==> src/shared/pri_irq_consts.vh <==
// Purpose: constants for the priority interrupt sequencer
// Assumes: 16 external levels, 16-bit memory words, AXI4-Lite 32-bit data
// Notes:   offsets are byte addresses of aligned 32-bit words
// Contract
// RULE1: sample request lines only at instruction boundaries
// RULE2: every asserted line sets its own latch
// RULE3: pick highest-priority unmasked latched level
// RULE4: fast-channel level forms pair address, starts sequencer
// RULE5: other level gives vector address, starts entry
// RULE6: nothing unmasked pending means plain fetch
// RULE7: read vector word, store PC there
// RULE8: load PC with save address plus one
// RULE9: no sampling during entry until PC loaded
// RULE10: resample after entry, nest only for higher level
// RULE11: after each instruction preempt only higher level
// RULE12: controller flag clear leaves latch unchanged
// RULE13: branch-and-clear clears the named level latch
// RULE14: controllers share a line by wired-OR
// RULE15: still-asserted shared line relatches before next fetch
// RULE16: poll command loads shared status word into accumulator
// RULE17: level 0 highest; fast levels share numbers
// RULE18: masking never clears a pending request
// RULE19: controller holds request until serviced
// RULE20: sixteen external request lines accepted
// RULE21: reset clears latches and active record
// RULE22: active level stacked per nesting depth
`ifndef PRI_IRQ_CONSTS_VH
`define PRI_IRQ_CONSTS_VH

`define NUM_LEVELS      16
`define NUM_FAST        8
`define VECTOR_BASE     16'h0010
`define PC_STEP         16'h0001

`define REG_MASK        12'h000
`define REG_FAST        12'h004
`define REG_PENDING     12'h008
`define REG_ACTIVE      12'h00C

`define MASK_RESET      16'h0000
`define FAST_RESET      8'h00

`define ACT_LEVEL_LSB   0
`define ACT_DEPTH_LSB   4
`define ACT_BUSY_BIT    12

`define RESP_OKAY       2'b00
`define RESP_SLVERR     2'b10

`endif

==> src/core/priority_interrupt_sequencer.v <==
// Purpose: interrupt sampling, priority pick, vectored entry and nesting
// Assumes: cpu control, memory port and poll strobe on ref_clk
// Notes:   request lines and poll data come from pins and are synced
`timescale 1ns/100ps
`include "pri_irq_consts.vh"

module priority_interrupt_sequencer (
  // clock and reset
  input  wire        ref_clk,
  input  wire        reset_n,
  // axi4-lite write address and data
  input  wire [11:0] s_axi_awaddr,
  input  wire        s_axi_awvalid,
  output wire        s_axi_awready,
  input  wire [31:0] s_axi_wdata,
  input  wire [3:0]  s_axi_wstrb,
  input  wire        s_axi_wvalid,
  output wire        s_axi_wready,
  // axi4-lite write response
  output reg  [1:0]  s_axi_bresp,
  output reg         s_axi_bvalid,
  input  wire        s_axi_bready,
  // axi4-lite read
  input  wire [11:0] s_axi_araddr,
  input  wire        s_axi_arvalid,
  output wire        s_axi_arready,
  output reg  [31:0] s_axi_rdata,
  output reg  [1:0]  s_axi_rresp,
  output reg         s_axi_rvalid,
  input  wire        s_axi_rready,
  // interrupt request pins, wired-OR outside
  input  wire [15:0] irq_lines,
  // cpu instruction control
  input  wire        instr_boundary,
  output reg         fetch_go,
  input  wire        branch_and_clear_level,
  input  wire [3:0]  clear_level,
  // fast-channel sequencer
  output reg         fast_start,
  output reg  [2:0]  fast_pair_sel,
  input  wire        fast_done,
  // memory port for entry sequence
  output reg         mem_req,
  output reg         mem_we,
  output reg  [15:0] mem_addr,
  output reg  [15:0] mem_wdata,
  input  wire [15:0] mem_rdata,
  input  wire        mem_ack,
  // program counter
  input  wire [15:0] pc_value,
  output reg         pc_load,
  output reg  [15:0] pc_new,
  // shared-line poll
  input  wire        shared_request_poll,
  input  wire [15:0] poll_data,
  output reg         acc_load,
  output reg  [15:0] acc_data
);

  localparam [2:0] ST_IDLE   = 3'd0;
  localparam [2:0] ST_SAMPLE = 3'd1;
  localparam [2:0] ST_SELECT = 3'd2;
  localparam [2:0] ST_RDVEC  = 3'd3;
  localparam [2:0] ST_WRPC   = 3'd4;
  localparam [2:0] ST_FAST   = 3'd5;

  // lowest-numbered set bit wins; bit 4 is the found flag
  function [4:0] pick_level;
    input [15:0] req;
    integer i;
    begin
      pick_level = 5'h00;
      for (i = 15; i >= 0; i = i - 1) begin
        if (req[i]) begin
          pick_level = {1'b1, i[3:0]}; // [RULE17]
        end
      end
    end
  endfunction

  reg  [15:0] irq_meta_q;
  reg  [15:0] irq_sync_q;
  reg  [15:0] poll_meta_q;
  reg  [15:0] poll_sync_q;
  reg  [15:0] latch_q;
  reg  [15:0] mask_q;
  reg  [7:0]  fast_q;
  reg  [2:0]  state_q;
  // one stack slot per nesting depth, pushed on entry
  reg  [3:0]  act_stack_q [0:15];
  reg  [4:0]  depth_q;
  reg  [3:0]  sel_q;
  reg  [15:0] save_addr_q;
  wire [4:0]  pick;
  wire [3:0]  top_level;
  wire        higher;
  wire        wr_fire;
  wire [15:0] wmask;
  integer     k;

  // two flops on every pin input before any logic looks at it
  // so poll bits must settle two cycles ahead of the poll strobe
  always @(posedge ref_clk or negedge reset_n) begin
    if (!reset_n) begin
      irq_meta_q  <= 16'h0000;
      irq_sync_q  <= 16'h0000;
      poll_meta_q <= 16'h0000;
      poll_sync_q <= 16'h0000;
    end else begin
      irq_meta_q  <= irq_lines; // [RULE20]
      irq_sync_q  <= irq_meta_q;
      poll_meta_q <= poll_data;
      poll_sync_q <= poll_meta_q;
    end
  end

  // mask only hides a level from the pick; the latch itself survives
  assign pick      = pick_level(latch_q & ~mask_q); // [RULE3] [RULE18]
  // at depth zero this reads slot 15; higher ignores it then
  assign top_level = act_stack_q[depth_q[3:0] - 4'h1];
  // with nothing active any level may enter; else only a smaller number
  assign higher    = pick[4] &&
                     ((depth_q == 5'd0) || (pick[3:0] < top_level));

  // sequencing fsm
  always @(posedge ref_clk or negedge reset_n) begin
    if (!reset_n) begin
      state_q     <= ST_IDLE;
      latch_q     <= 16'h0000; // [RULE21]
      depth_q     <= 5'd0;
      sel_q       <= 4'h0;
      save_addr_q <= 16'h0000;
      fetch_go    <= 1'b0;
      fast_start  <= 1'b0;
      fast_pair_sel <= 3'h0;
      mem_req     <= 1'b0;
      mem_we      <= 1'b0;
      mem_addr    <= 16'h0000;
      mem_wdata   <= 16'h0000;
      pc_load     <= 1'b0;
      pc_new      <= 16'h0000;
      for (k = 0; k < 16; k = k + 1) begin
        act_stack_q[k] <= 4'h0;
      end
    end else begin
      fetch_go   <= 1'b0;
      fast_start <= 1'b0;
      pc_load    <= 1'b0;
      case (state_q)
        ST_IDLE: begin
          // a controller-side flag clear has no path to the latch [RULE12]
          if (branch_and_clear_level) begin
            latch_q[clear_level] <= 1'b0; // [RULE13]
            if (depth_q != 5'd0 && top_level == clear_level) begin
              depth_q <= depth_q - 5'd1; // [RULE22]
            end
            state_q <= ST_SAMPLE; // relatch before next fetch [RULE15]
          end else if (instr_boundary) begin
            state_q <= ST_SAMPLE; // [RULE1] [RULE11]
          end
        end
        ST_SAMPLE: begin
          latch_q <= latch_q | irq_sync_q; // [RULE2]
          state_q <= ST_SELECT;
        end
        ST_SELECT: begin
          sel_q <= pick[3:0];
          if (!higher) begin
            fetch_go <= 1'b1; // [RULE6] [RULE11]
            state_q  <= ST_IDLE;
          end else if (pick[3] == 1'b0 && fast_q[pick[2:0]]) begin
            // only levels 0..7 can carry a fast-channel flag
            fast_pair_sel <= pick[2:0]; // [RULE4] [RULE17]
            fast_start    <= 1'b1;
            state_q       <= ST_FAST;
          end else begin
            mem_addr <= `VECTOR_BASE + {12'h000, pick[3:0]}; // [RULE5]
            mem_we   <= 1'b0;
            mem_req  <= 1'b1;
            state_q  <= ST_RDVEC;
          end
        end
        ST_RDVEC: begin
          // no sampling in these states until the new pc is set [RULE9]
          if (mem_ack) begin
            save_addr_q <= mem_rdata;
            mem_addr    <= mem_rdata; // [RULE7]
            mem_wdata   <= pc_value;
            mem_we      <= 1'b1;
            state_q     <= ST_WRPC;
          end
        end
        ST_WRPC: begin
          if (mem_ack) begin
            mem_req <= 1'b0;
            mem_we  <= 1'b0;
            pc_new  <= save_addr_q + `PC_STEP; // [RULE8]
            pc_load <= 1'b1;
            act_stack_q[depth_q[3:0]] <= sel_q; // [RULE22]
            depth_q <= depth_q + 5'd1;
            state_q <= ST_SAMPLE; // nested check before fetch [RULE10]
          end
        end
        ST_FAST: begin
          // hardware transfer, no program level is pushed
          // the latch stays set and only branch-and-clear or reset clears it,
          // so the same level is served again at the next pick
          if (fast_done) begin
            state_q <= ST_SAMPLE;
          end
        end
        default: begin
          state_q <= ST_IDLE;
        end
      endcase
    end
  end

  // poll: controllers drive their status bits, word goes to accumulator
  always @(posedge ref_clk or negedge reset_n) begin
    if (!reset_n) begin
      acc_load <= 1'b0;
      acc_data <= 16'h0000;
    end else begin
      acc_load <= shared_request_poll; // [RULE16]
      if (shared_request_poll) begin
        acc_data <= poll_sync_q; // already wired-OR on the bus [RULE14]
      end
    end
  end

  // axi4-lite write: address and data taken together, one at a time
  assign wr_fire       = s_axi_awvalid && s_axi_wvalid && !s_axi_bvalid;
  assign s_axi_awready = wr_fire;
  assign s_axi_wready  = wr_fire;
  assign wmask = {{8{s_axi_wstrb[1]}}, {8{s_axi_wstrb[0]}}};

  always @(posedge ref_clk or negedge reset_n) begin
    if (!reset_n) begin
      mask_q      <= `MASK_RESET;
      fast_q      <= `FAST_RESET;
      s_axi_bvalid <= 1'b0;
      s_axi_bresp  <= `RESP_OKAY;
    end else begin
      if (s_axi_bvalid && s_axi_bready) begin
        s_axi_bvalid <= 1'b0;
      end
      if (wr_fire) begin
        s_axi_bvalid <= 1'b1;
        s_axi_bresp  <= `RESP_OKAY;
        if (s_axi_awaddr == `REG_MASK) begin
          // byte lanes 0 and 1 cover all sixteen mask bits
          mask_q <= (mask_q & ~wmask) | (s_axi_wdata[15:0] & wmask);
        end else if (s_axi_awaddr == `REG_FAST) begin
          if (s_axi_wstrb[0]) begin
            fast_q <= s_axi_wdata[7:0];
          end
        end else if (s_axi_awaddr == `REG_PENDING ||
                     s_axi_awaddr == `REG_ACTIVE) begin
          s_axi_bresp <= `RESP_OKAY; // read-only, write ignored
        end else begin
          s_axi_bresp <= `RESP_SLVERR;
        end
      end
    end
  end

  // axi4-lite read: one outstanding, data registered
  assign s_axi_arready = !s_axi_rvalid;

  always @(posedge ref_clk or negedge reset_n) begin
    if (!reset_n) begin
      s_axi_rvalid <= 1'b0;
      s_axi_rdata  <= 32'h00000000;
      s_axi_rresp  <= `RESP_OKAY;
    end else begin
      if (s_axi_rvalid && s_axi_rready) begin
        s_axi_rvalid <= 1'b0;
      end
      if (s_axi_arvalid && !s_axi_rvalid) begin
        s_axi_rvalid <= 1'b1;
        s_axi_rresp  <= `RESP_OKAY;
        s_axi_rdata  <= 32'h00000000;
        if (s_axi_araddr == `REG_MASK) begin
          s_axi_rdata[15:0] <= mask_q;
        end else if (s_axi_araddr == `REG_FAST) begin
          s_axi_rdata[7:0] <= fast_q;
        end else if (s_axi_araddr == `REG_PENDING) begin
          s_axi_rdata[15:0] <= latch_q;
        end else if (s_axi_araddr == `REG_ACTIVE) begin
          // busy is high for any step between boundary and fetch
          s_axi_rdata[`ACT_LEVEL_LSB +: 4] <= top_level;
          s_axi_rdata[`ACT_DEPTH_LSB +: 5] <= depth_q;
          s_axi_rdata[`ACT_BUSY_BIT] <= (state_q != ST_IDLE);
        end else begin
          s_axi_rresp <= `RESP_SLVERR;
        end
      end
    end
  end

endmodule

==> config.mk <==
export PLATFORM = sky130hd
export DESIGN_NAME = priority_interrupt_sequencer
export DESIGN_NICKNAME = d
export VERILOG_FILES = /design/src/core/priority_interrupt_sequencer.v
export VERILOG_INCLUDE_DIRS = /design/src /design/src/shared
export SDC_FILE = /design/constraint.sdc
export NUM_CORES = 1
export LEC_CHECK = 0
export BUFFER_PORTS_ARGS = -buffer_cell sky130_fd_sc_hd__buf_2
export CAP_MARGIN = 20
export CORE_MARGIN = 3
export CORE_UTILIZATION = 45
export CTS_BUF_LIST = sky130_fd_sc_hd__clkbuf_8
export DETAILED_ROUTE_END_ITERATION = 10
export PLACE_DENSITY = 0.68
export SYNTH_ARGS = -nofsm -noshare
export SYNTH_HDL_FRONTEND = slang
export SYNTH_SLANG_ARGS = --single-unit
==> constraint.sdc <==
create_clock -name ref_clk -period 12.2 [get_ports ref_clk]
set_input_delay 0.61 -clock ref_clk [delete_from_list [all_inputs] [get_ports ref_clk]]
set_output_delay 0.61 -clock ref_clk [all_outputs]
set_load 0.05 [all_outputs]
==> reports/results.ini <==
[global_routing]
grt_usage_pct = 18.8
gr-total-overflow = 0
antenna_found_initial = 2
grt_max_degree = 138
grt_pass1_wl_um = 44300
grt_pass1_vias = 8420

[layout]
seq_area_mm2 = 0.00723
fin_nets = 1379
area_growth_pct = 19.6
final_cell_area_mm2 = 0.0147
layout-drive-gt1-share_pct = 36.4
antenna_cells = 0
nFillCells = 2254
multi_input_area_mm2 = 0.00480

[setup_path]
cpPeakStageDelay_ns = 0.85
startpoint_type = flop
cp.required_ns = 12.65
end_kind = flop
worstPathArrival_ns = 5.29
critPathBufInv = 3
cp_slowest_cell = ha_1
path_delay_family = multiplexers
cp_cell_sequence = buf_4, inv_1, ha_1, mux4_2, mux4_2, inv_1, ha_1, a211o_1, or2_2, a31oi_1, nor2_1, nor2_4, a21oi_4, mux2_4
r2r_setup_slack_ns = 7.36
crit_fanout = 24
path_class = flop to flop

[place]
hpwl_um = 19600
place.gp.congestion = 0.888
portBuffers = 217
placed_cell_area_mm2 = 0.0136

[clock_network]
cts_max_level = 2
clk_latency_ns = 0.57
hold_buffers = 0
cts_tree = yes
cts_root_buf = clkbuf_8
clkTransAtPathRegs_ns = 0.07
clock_path_buffers = 3
postCtsSetupBuffers = 0
cts_buffers = 46
clock_sinks = 289
cts_resized = 0

[timing]
period_share_pct = 39.7
setup_tns_ns = 0
clock_skew_ns = 0.0415
finalHoldViolations = 0
relSlewSlack_pct = 31.2
max_clock_freq_mhz = 207
finalSetupViolCount = 0
finalCriticalPeriod_ns = 4.84
slew_violations = 0
rsz0062_at_grt = false
worstMarginPinSlew_ns = 1.03

[floorplan]
num_io_pins = 254
rows = 59
floorplan.initialDensity_pct = 46.5
die_w_um = 172
die_y_um = 172
die_area_mm2 = 0.0294
coreArea_mm2 = 0.0265

[drt]
vias = 8321
drc_errors = 0
routed_wl_um = 27700
drt-initial-drc-count = 488
ant_nets = 0
viasPerCell = 5.21
drt-pass1-iter-count = 5
wl_per_cell_um = 17.3

[hold_path]
min_path_type = input pin to async pin

[synthesis]
synth_warnings = 0
synth_top_flop_cell = dfrtp_1
netlist_area_mm2 = 0.0123
synth_cells = 993
synth.largest_area_cell = dfrtp_1
syn_area_per_cell_um2 = 12.4
ys_seq_area_share_pct = 58.6
async_reset_ff_share_pct = 100
synth_area_leaders = dfrtp_1 59%, mux2_2 10%, nand2_1 4.9%, mux4_2 3.8%, o21ai_0 1.6%
synth.distinct_cells = 75
yosysMostFrequentCell = dfrtp_1
synth-seq-cells = 289
synth_top_area_share_pct = 58.6
synth_enable_flop_cells = 0
yosys-top-cells-count = 289 x dfrtp_1, 162 x nand2_1, 111 x mux2_2

[flow_run]
drv_cap = 0

[pwr]
ir_worst_vdd_mv = 0.165
leakage_nw = 7.27
p_per_area_mw_per_mm2 = 217

[run_status]
status = complete, no violations

## path summary, 6_finish.rpt
check | start | end | cells past startpoint
worst max-delay path | depth_q[0]$_DFFE_PN0P_ | mem_addr[0]$_DFFE_PN0P_ | 14
worst min-delay path | reset_n | s_axi_rdata[13]$_DFFE_PN0P_ | 1
worst max register to register | depth_q[0]$_DFFE_PN0P_ | mem_addr[0]$_DFFE_PN0P_ | 14
worst min register to register | irq_meta_q[10]$_DFF_PN0_ | irq_sync_q[10]$_DFF_PN0_ | 0
max in group asynchronous | reset_n | mem_wdata[10]$_DFFE_PN0P_ | 4
min in group ref_clk | irq_lines[1] | irq_meta_q[1]$_DFF_PN0_ | 1
## kinds of logic after synthesis
family	count (synthesis)	share of synthesized area, %
AOI/OAI and AO/OA	140	7.71
xor gates and xnor gates	24	1.86
adders and majority gates	13	1.38
buffers and inverters	72	2.99
DFF	289	58.6
muxes	152	15.8
other	1	0.0304
and+or+nand+nor	302	11.6
## metal layers
metal | GRT usage, % | vias to the layer above | share of wire [%]
li1 | - | 3934 | -
met1 | 25.9 | 4033 | 44
met2 | 29.4 | 302 | 45
met3 | 5.31 | 48 | 8.2
met4 | 5.53 | 4 | 2.1
met5 | 0 | - | 0.083
## layout make-up
cell class | instances | area share (%)
inverter | 16 | 0.407
clock inverter | 21 | 1.32
clock buffer | 63 | 5.88
multi-input combinational | 649 | 32.5
sequential | 289 | 49.0
tap | 335 | 2.84
timing repair buffer | 224 | 7.98
## flip-flops by register name, summed over array words and instances, names as in the netlist, 3 cells and up, named ones only
| name | count |
|---|---|
| latch_q | 16 |
| mem_wdata | 16 |
| pc_new | 16 |
| mem_addr | 16 |
| state_q | 3 |
| poll_meta_q | 16 |
| poll_sync_q | 16 |
| depth_q | 5 |
| s_axi_rdata | 16 |
| fast_pair_sel | 3 |
| irq_meta_q | 16 |
| save_addr_q | 16 |
| fast_q | 8 |
| sel_q | 4 |
| irq_sync_q | 16 |
| act_stack_q | 64 |
| acc_data | 16 |
## where the power goes
part           switching [W]  internal [W]
Combinational       0.000694      0.000328
Clock               0.000380      0.000528
Sequential          0.000152       0.00112
Total                0.00123       0.00198
## cell usage in the layout, fill, tap and decap left out, types with 14 or more instances in the layout
master	Yosys	layout
dfrtp_1	289	289
buf_2	1	216
nand2_1	162	162
mux2_2	111	111
clkbuf_8	0	63
o21ai_0	40	40
a21oi_1	37	37
nor2_1	30	30
nand3_1	28	28
mux4_2	21	21
inv_1	14	21
conb_1	1	18
nor2b_1	14	14
## stage by stage
step | hold WS, ns | setup WS (ns) | std cells | util [%] | power (W)
after floorplan | 0.314 | 7.92 | 1010 | - | 0.00204
after global placement | 0.332 | 7.44 | 1511 | 51.5 | 0.00229
after detailed placement | 0.335 | 7.33 | 1511 | 51.5 | 0.00231
after CTS | 0.109 | 7.33 | 1595 | 55.5 | 0.00323
final | 0.113 | 7.36 | 1597 | 55.6 | 0.00320
after global routing | 0.113 | 7.00 | 1597 | 55.6 | 0.00339
No activity file was read; power rests on OpenSTA's default activity.
